$ cat src/common/lhp_regs.vh
`ifndef LHP_REGS_VH
`define LHP_REGS_VH
`define LHP_FIFO_WIDTH 9
`define LHP_FIFO_DEPTH 8
`define LHP_SER_BITS 4'h8
`define LHP_BOOST_MIN 3'h2
`define LHP_BOOST_MAX 3'h6
`define LHP_BOOST_RESET 3'h6
`define LHP_OP_BOOST 5'h15
`define LHP_STATUS_BUSY_BIT 7
`endif

$ cat src/design/lhp_fifo.v
`timescale 1ns/10ps
`default_nettype none
module lhp_fifo #(
  parameter WIDTH = 9,
  parameter DEPTH = 8,
  parameter AW = 3
) (
  // Clock and reset
  input wire clock,
  input wire rst_b,
  // Fill side
  input wire in_valid,
  output wire in_ready,
  input wire [WIDTH-1:0] in_data,
  // Drain side
  output wire out_valid,
  input wire out_ready,
  output wire [WIDTH-1:0] out_data
);
  localparam [AW:0] FULL = DEPTH;
  reg [WIDTH-1:0] mem [0:DEPTH-1];
  reg [AW-1:0] wr_ptr;
  reg [AW-1:0] rd_ptr;
  reg [AW:0] count;
  wire push;
  wire pop;
  assign in_ready = (count != FULL);
  assign out_valid = (count != {(AW+1){1'b0}});
  assign out_data = mem[rd_ptr];
  assign push = in_valid && in_ready;
  assign pop = out_valid && out_ready;
  always @(posedge clock) begin
    if (push) begin
      mem[wr_ptr] <= in_data;
    end
  end
  always @(posedge clock or negedge rst_b) begin
    if (!rst_b) begin
      wr_ptr <= {AW{1'b0}};
      rd_ptr <= {AW{1'b0}};
      count <= {(AW+1){1'b0}};
    end else begin
      if (push) begin
        wr_ptr <= wr_ptr + {{(AW-1){1'b0}}, 1'b1};
      end
      if (pop) begin
        rd_ptr <= rd_ptr + {{(AW-1){1'b0}}, 1'b1};
      end
      if (push && !pop) begin
        count <= count + {{AW{1'b0}}, 1'b1};
      end else if (pop && !push) begin
        count <= count - {{AW{1'b0}}, 1'b1};
      end
    end
  end
endmodule
`default_nettype wire

$ cat src/design/lhp_host_port.v
`timescale 1ns/10ps
`default_nettype none
`include "lhp_regs.vh"
// Function
// - Select high: eight data pins form a two-way parallel bus.
// - Select low: top pin is serial data, next pin serial clock, inputs only.
// - Serial mode floats the six lowest data pins always.
// - Chip select high floats all data pins and ignores bus activity.
// - Discriminator high carries display data, low carries an instruction.
// - Reset stays in progress while reset_n is held low.
// - An instruction sets booster factor from two to six.
// - Power straps gate booster and regulator availability; follower is always enabled.
// - 80 type: drive on read strobe low, capture write on strobe rise.
// - 68 type: enable high strobe, direction high read, low write.
// - Bus type strap high selects 68 type, low selects 80 type.
// - Serial mode gives no reads; host holds strobes fixed.
module lhp_host_port (
  // Clock and reset
  input wire clock,
  input wire rst_b,
  // Host pins
  input wire reset_n,
  input wire interface_select,
  input wire bus_type_strap,
  input wire chip_select_n,
  input wire data_instruction_select,
  input wire read_strobe,
  input wire write_strobe,
  input wire [7:0] bus_in,
  output reg [7:0] bus_out,
  output reg [7:0] bus_oe_n,
  // Power straps
  input wire power_strap_a,
  input wire power_strap_b,
  // Transfer stream to the core
  output reg xfer_valid,
  input wire xfer_ready,
  output reg [7:0] xfer_data,
  output reg xfer_is_data,
  // Read data from the core
  input wire [7:0] read_data,
  input wire read_is_status,
  output reg read_taken,
  // Status and power control
  output reg core_reset,
  output reg [2:0] boost_factor,
  output reg booster_enable,
  output reg regulator_enable,
  output reg follower_enable,
  output reg overflow
);
  reg strobe_q;
  reg sclk_q;
  reg [7:0] shift;
  reg [3:0] bit_cnt;
  reg [2:0] boost_req;
  reg f_valid;
  reg [8:0] f_data;
  reg read_active_q;
  wire f_ready;
  wire f_out_valid;
  wire [8:0] f_out_data;
  wire selected;
  wire mode68;
  wire rd_act;
  wire wr_act;
  wire wr_done;
  wire sclk_rise;
  wire [7:0] next_shift;
  function bus_read_active;
    input is68;
    input rd;
    input wr;
    begin
      bus_read_active = is68 ? (rd && wr) : !rd;
    end
  endfunction
  assign selected = !chip_select_n && reset_n;
  assign mode68 = bus_type_strap;
  assign rd_act = selected && interface_select && bus_read_active(mode68, read_strobe, write_strobe);
  assign wr_act = mode68 ? (read_strobe && !write_strobe) : !write_strobe;
  assign wr_done = selected && interface_select && strobe_q && !wr_act;
  assign sclk_rise = selected && !interface_select && bus_in[6] && !sclk_q;
  assign next_shift = {shift[6:0], bus_in[7]};
  lhp_fifo #(
    .WIDTH(`LHP_FIFO_WIDTH),
    .DEPTH(`LHP_FIFO_DEPTH),
    .AW(3)
  ) u_fifo (
    .clock(clock),
    .rst_b(rst_b),
    .in_valid(f_valid),
    .in_ready(f_ready),
    .in_data(f_data),
    .out_valid(f_out_valid),
    .out_ready(!xfer_valid || xfer_ready),
    .out_data(f_out_data)
  );
  always @(posedge clock or negedge rst_b) begin
    if (!rst_b) begin
      strobe_q <= 1'b0;
      sclk_q <= 1'b0;
      shift <= 8'h00;
      bit_cnt <= 4'h0;
      f_valid <= 1'b0;
      f_data <= 9'h000;
      overflow <= 1'b0;
      core_reset <= 1'b1;
      read_active_q <= 1'b0;
      read_taken <= 1'b0;
    end else begin
      core_reset <= !reset_n;
      read_active_q <= rd_act;
      read_taken <= rd_act && !read_active_q && !read_is_status;
      f_valid <= 1'b0;
      if (!reset_n) begin
        strobe_q <= 1'b0;
        sclk_q <= 1'b0;
        shift <= 8'h00;
        bit_cnt <= 4'h0;
        overflow <= 1'b0;
      end else begin
        strobe_q <= selected && interface_select && wr_act;
        sclk_q <= bus_in[6];
        if (!selected || interface_select) begin
          bit_cnt <= 4'h0;
        end
        if (wr_done) begin
          f_valid <= 1'b1;
          f_data <= {data_instruction_select, bus_in};
          overflow <= overflow || !f_ready;
        end
        if (sclk_rise) begin
          shift <= next_shift;
          if (bit_cnt == `LHP_SER_BITS - 4'h1) begin
            bit_cnt <= 4'h0;
            f_valid <= 1'b1;
            f_data <= {data_instruction_select, next_shift};
            overflow <= overflow || !f_ready;
          end else begin
            bit_cnt <= bit_cnt + 4'h1;
          end
        end
      end
    end
  end
  always @(posedge clock or negedge rst_b) begin
    if (!rst_b) begin
      xfer_valid <= 1'b0;
      xfer_data <= 8'h00;
      xfer_is_data <= 1'b0;
      boost_req <= `LHP_BOOST_RESET;
    end else if (!reset_n) begin
      xfer_valid <= 1'b0;
      boost_req <= `LHP_BOOST_RESET;
    end else begin
      if (xfer_valid && xfer_ready) begin
        xfer_valid <= 1'b0;
      end
      if (f_out_valid && (!xfer_valid || xfer_ready)) begin
        xfer_valid <= 1'b1;
        xfer_data <= f_out_data[7:0];
        xfer_is_data <= f_out_data[8];
        if (!f_out_data[8] && f_out_data[7:3] == `LHP_OP_BOOST) begin
          if (f_out_data[2:0] >= `LHP_BOOST_MIN && f_out_data[2:0] <= `LHP_BOOST_MAX) begin
            boost_req <= f_out_data[2:0];
          end
        end
      end
    end
  end
  always @(posedge clock or negedge rst_b) begin
    if (!rst_b) begin
      bus_out <= 8'h00;
      bus_oe_n <= 8'hff;
      boost_factor <= `LHP_BOOST_RESET;
      booster_enable <= 1'b0;
      regulator_enable <= 1'b0;
      follower_enable <= 1'b0;
    end else begin
      bus_out <= read_data;
      bus_oe_n <= rd_act ? 8'h00 : 8'hff;
      boost_factor <= boost_req;
      booster_enable <= !power_strap_a;
      regulator_enable <= !power_strap_a || !power_strap_b;
      follower_enable <= 1'b1;
    end
  end
endmodule
`default_nettype wire

$ cat config.mk
export PLATFORM = sky130hd
export DESIGN_NAME = lhp_host_port
export DESIGN_NICKNAME = d
export VERILOG_FILES = /design/src/design/lhp_fifo.v /design/src/design/lhp_host_port.v
export VERILOG_INCLUDE_DIRS = /design/src /design/src/common
export SDC_FILE = /design/constraint.sdc
export NUM_CORES = 1
export LEC_CHECK = 0
export BUFFER_PORTS_ARGS = -buffer_cell sky130_fd_sc_hd__buf_2
export CAP_MARGIN = 20
export CELL_PAD_IN_SITES_DETAIL_PLACEMENT = 1
export CELL_PAD_IN_SITES_GLOBAL_PLACEMENT = 2
export CORE_UTILIZATION = 28
export CTS_CLUSTER_DIAMETER = 50
export CTS_CLUSTER_SIZE = 40
export DETAILED_ROUTE_END_ITERATION = 10
export PLACE_DENSITY = 0.65
export SLEW_MARGIN = 20
export SYNTH_ARGS = -nofsm -noshare
export SYNTH_HDL_FRONTEND = slang
export SYNTH_SLANG_ARGS = --single-unit
$ cat constraint.sdc
create_clock -name clock -period 5.4 [get_ports clock]
set_input_delay 0.54 -clock clock [delete_from_list [all_inputs] [get_ports clock]]
set_output_delay 0.54 -clock clock [all_outputs]
set_load 0.005 [all_outputs]
==> out/qor.yml <==
clk_pin_slew_worst_paths_ns: 0.06
pin_count: 64
num-nets-final: 436
status: "finished, final reports clean"
globalRouteOverflowTotal: 0
route.final.wire_length_um: 10950
seqCellArea_mm2: 0.003796
timing.critical_path.from_type: "register"
cp.required_ns: 5.75
static-leakage-power_nw: 2.610
timing.critical_path.arrival_ns: 3.38
synth_cells: 337
initial_utilization_pct: 28.53
dp_worst_setup_slack_ns: 2.123
die_width_um: 142.6
postCtsSetupBuffers: 0
antenna_cells: 0
die-area_mm2: 0.02033
number_of_hold_violations_in_the_final_report: 0
count_of_flip_flops_with_a_built_in_enable_after_synthesis: 72
tritoncts: "yes"
cp_slowest_stage_delay_ns: 0.97
dpl-instance-area_mm2: 0.006031
clk_root_buffer_cell: "clkbuf_16"
report.final.setup_viol: 0
worst_clock_skew_ns: 0.009035
num_rows: 51
worst-path-max-fanout: 18
detailroute.via_count: 2952
min_path_type: "input pin to register"
timing.max_cap.violations: 0
routed_via_density: 4.354
total_clock_sinks: 137
synthArstFlopShare_pct: 47.45
holdWs_ns: 0.2226
layout_overhead_on_the_synthesized_area_pct: 20.17
power_density_of_the_placed_cells_mw_per_mm2: 454.1
most_common_cell_in_the_netlist: "edfxtp_1"
ctsLongestPathBuffers: 2
ant_nets: 0
yosysTopAreaCell: "edfxtp_1"
number_of_clock_buffers_inserted_by_tritoncts: 17
core_area_mm2: 0.01940
synth_sequential_area_ratio_pct: 68.60
worst_path_max_delay_cell: "dfrtp_1"
worst_slack_ns: 2.364
crit_buf_inv: 0
fin_util_pct: 34.28
drt-pass1-iter-count: 4
drv_slew: 0
setup.worst_path.end_class: "register"
cts_repair_resize_count: 0
grt_first_pass_wirelength_um: 17910
netlist_top_cells_area: "edfxtp_1, dfrtp_1, mux4_1"
timing_worst_slew_pin_value_ns: 0.9805
critical-path-top-delay-family: "multiplexers"
ys_types: 40
synth_nets: 373
final_period_minus_worst_setup_slack_ns: 3.036
max-slew-margin-rel_pct: 34.39
final.period_utilization_pct: 56.23
synthesis.area_per_instance_um2: 16.42
clkLatencyLatePin_ns: 0.42
crit_path_cell_trace: "mux4_1 > mux2i_1 > nand4_1 > nor4b_4 > mux2_2"
dr.first_iter.drc_count: 194
wl_per_cell_um: 16.15
max-vdd-ir-drop_v: 0.0002016
first_global_vias: 3275
critical_path_class: "register to register"
die_height_um: 142.6
ys_top_cells_by_count: "edfxtp_1, dfrtp_1, nand2_1"
cts-htree-levels: 4
multi_input_comb_area_mm2: 0.001556
maximum_number_of_pins_on_one_net_before_global_route_repair: 66
synth_area_mm2: 0.005534
portBuffers: 63
finish.instance_area_mm2: 0.006650
synth_flop_type: "edfxtp_1"
synth.yosys.warnings: 0
remaining_drc_errors: 0
n_fill_cell: 2056
grt_antenna_before_repair: 0
post_route_cells_drive_above_1_share_pct: 33.17
synth_largest_type_area_fraction_pct: 39.07
timing.fmax_mhz: 329.4
final_estimated_routing_congestion_in_global_placement: 0.6937
setup_tns_ns: 0
postSynthRegisterBits: 137
grt.total_usage_pct: 12.28
place.detailed.hpwl_um: 7234
ctsHoldBuffers: 0
rsz0062_at_grt: "no"
==> metrics by stage <==
stage,instances,power [mW]
floorplan,337,1.719
global placement,646,1.835
detailed placement,646,1.855
CTS,678,3.077
global route,678,3.184
finish,678,3.020
==> area by class of cell <==
class	count	share of cell area, %
flip-flops and latches	137	57.08
multi-input cells	173	23.41
clock buffers	17	6.397
well taps	265	4.986
repair buffers	64	4.854
clock inverters	15	2.879
inverters	7	0.3951
==> registers in the layout, summed over array words and instances (netlist names), 3 cells and up <==
name	cells
u_fifo.rd_ptr	3
bus_out	8
xfer_data	8
boost_factor	3
shift	7
u_fifo.mem	72
bit_cnt	4
u_fifo.wr_ptr	3
u_fifo.count	4
f_data	9
boost_req	3
==> power breakdown <==
part / total, mW / internal, mW / switching [mW]
clock: 1.20 / 0.734 / 0.470
sequential: 1.34 / 1.19 / 0.148
combinational: 0.481 / 0.281 / 0.200
total: 3.02 / 2.20 / 0.817
==> routing by layer <==
metal  GRT usage, %  up-vias  share of wire (%)
met4          5.263        0                1.5
met5              0        -                  0
li1               -     1362                  -
met2          20.20       55                 51
met3          3.970        9                3.3
met1          14.74     1526                 45
==> cells in the final DEF, fill, tap and decap left out, drive strengths merged <==
master and n:
nand2 37, mux2i 8, xnor2 5, a21oi 5
bufinv 3, ha 6, edfxtp 72, o21ai 18
dfstp 6, mux4 18, buf 64, nand3 3
a21o 2, nor2 12, or4 1, fa 1
mux2 26, nor4 2, inv 11, nor3 6
clkinvlp 5, clkinv 3, nand2b 7, or2b 2
dfrtp 59, a21boi 1, a32o 1, clkbuf 17
nor2b 2, nor4b 1, and2 1, nand4 1
nand3b 1, conb 1, or3b 1, xor2 4
==> path summary, 6_finish.rpt <==
kind                                                   start  cells after the start                           to  slack [ns]
worst max-delay path            u_fifo.rd_ptr[0]$_DFFE_PN0P_                      5     boost_req[1]$_DFFE_PN1P_        2.36
worst min-delay path                            read_data[5]                      1         bus_out[5]$_DFF_PN0_        0.22
worst max register to register  u_fifo.rd_ptr[0]$_DFFE_PN0P_                      5     boost_req[1]$_DFFE_PN1P_        2.36
worst min register to register      boost_req[2]$_DFFE_PN1P_                      0    boost_factor[2]$_DFF_PN1_        0.36
max in group asynchronous                              rst_b                      2  u_fifo.count[3]$_DFFE_PN0P_        4.53
min in group asynchronous                              rst_b                      2     xfer_data[1]$_DFFE_PN0P_        0.30
==> kinds of logic (layout without fill, tap and decap cells) <==
family / count (synthesis) / after routing / share of synthesized area (%)
AOI/OAI and AO/OA: 27 / 27 / 2.668
xor gates and xnor gates: 9 / 9 / 1.424
other: 1 / 1 / 0.06776
DFF: 137 / 137 / 68.60
and+or+nand+nor: 77 / 77 / 7.009
muxes: 52 / 52 / 15.01
adders and majority gates: 7 / 7 / 1.718
buffers and inverters: 27 / 103 / 3.504
Note: power is estimated with default switching activity, not from simulation.
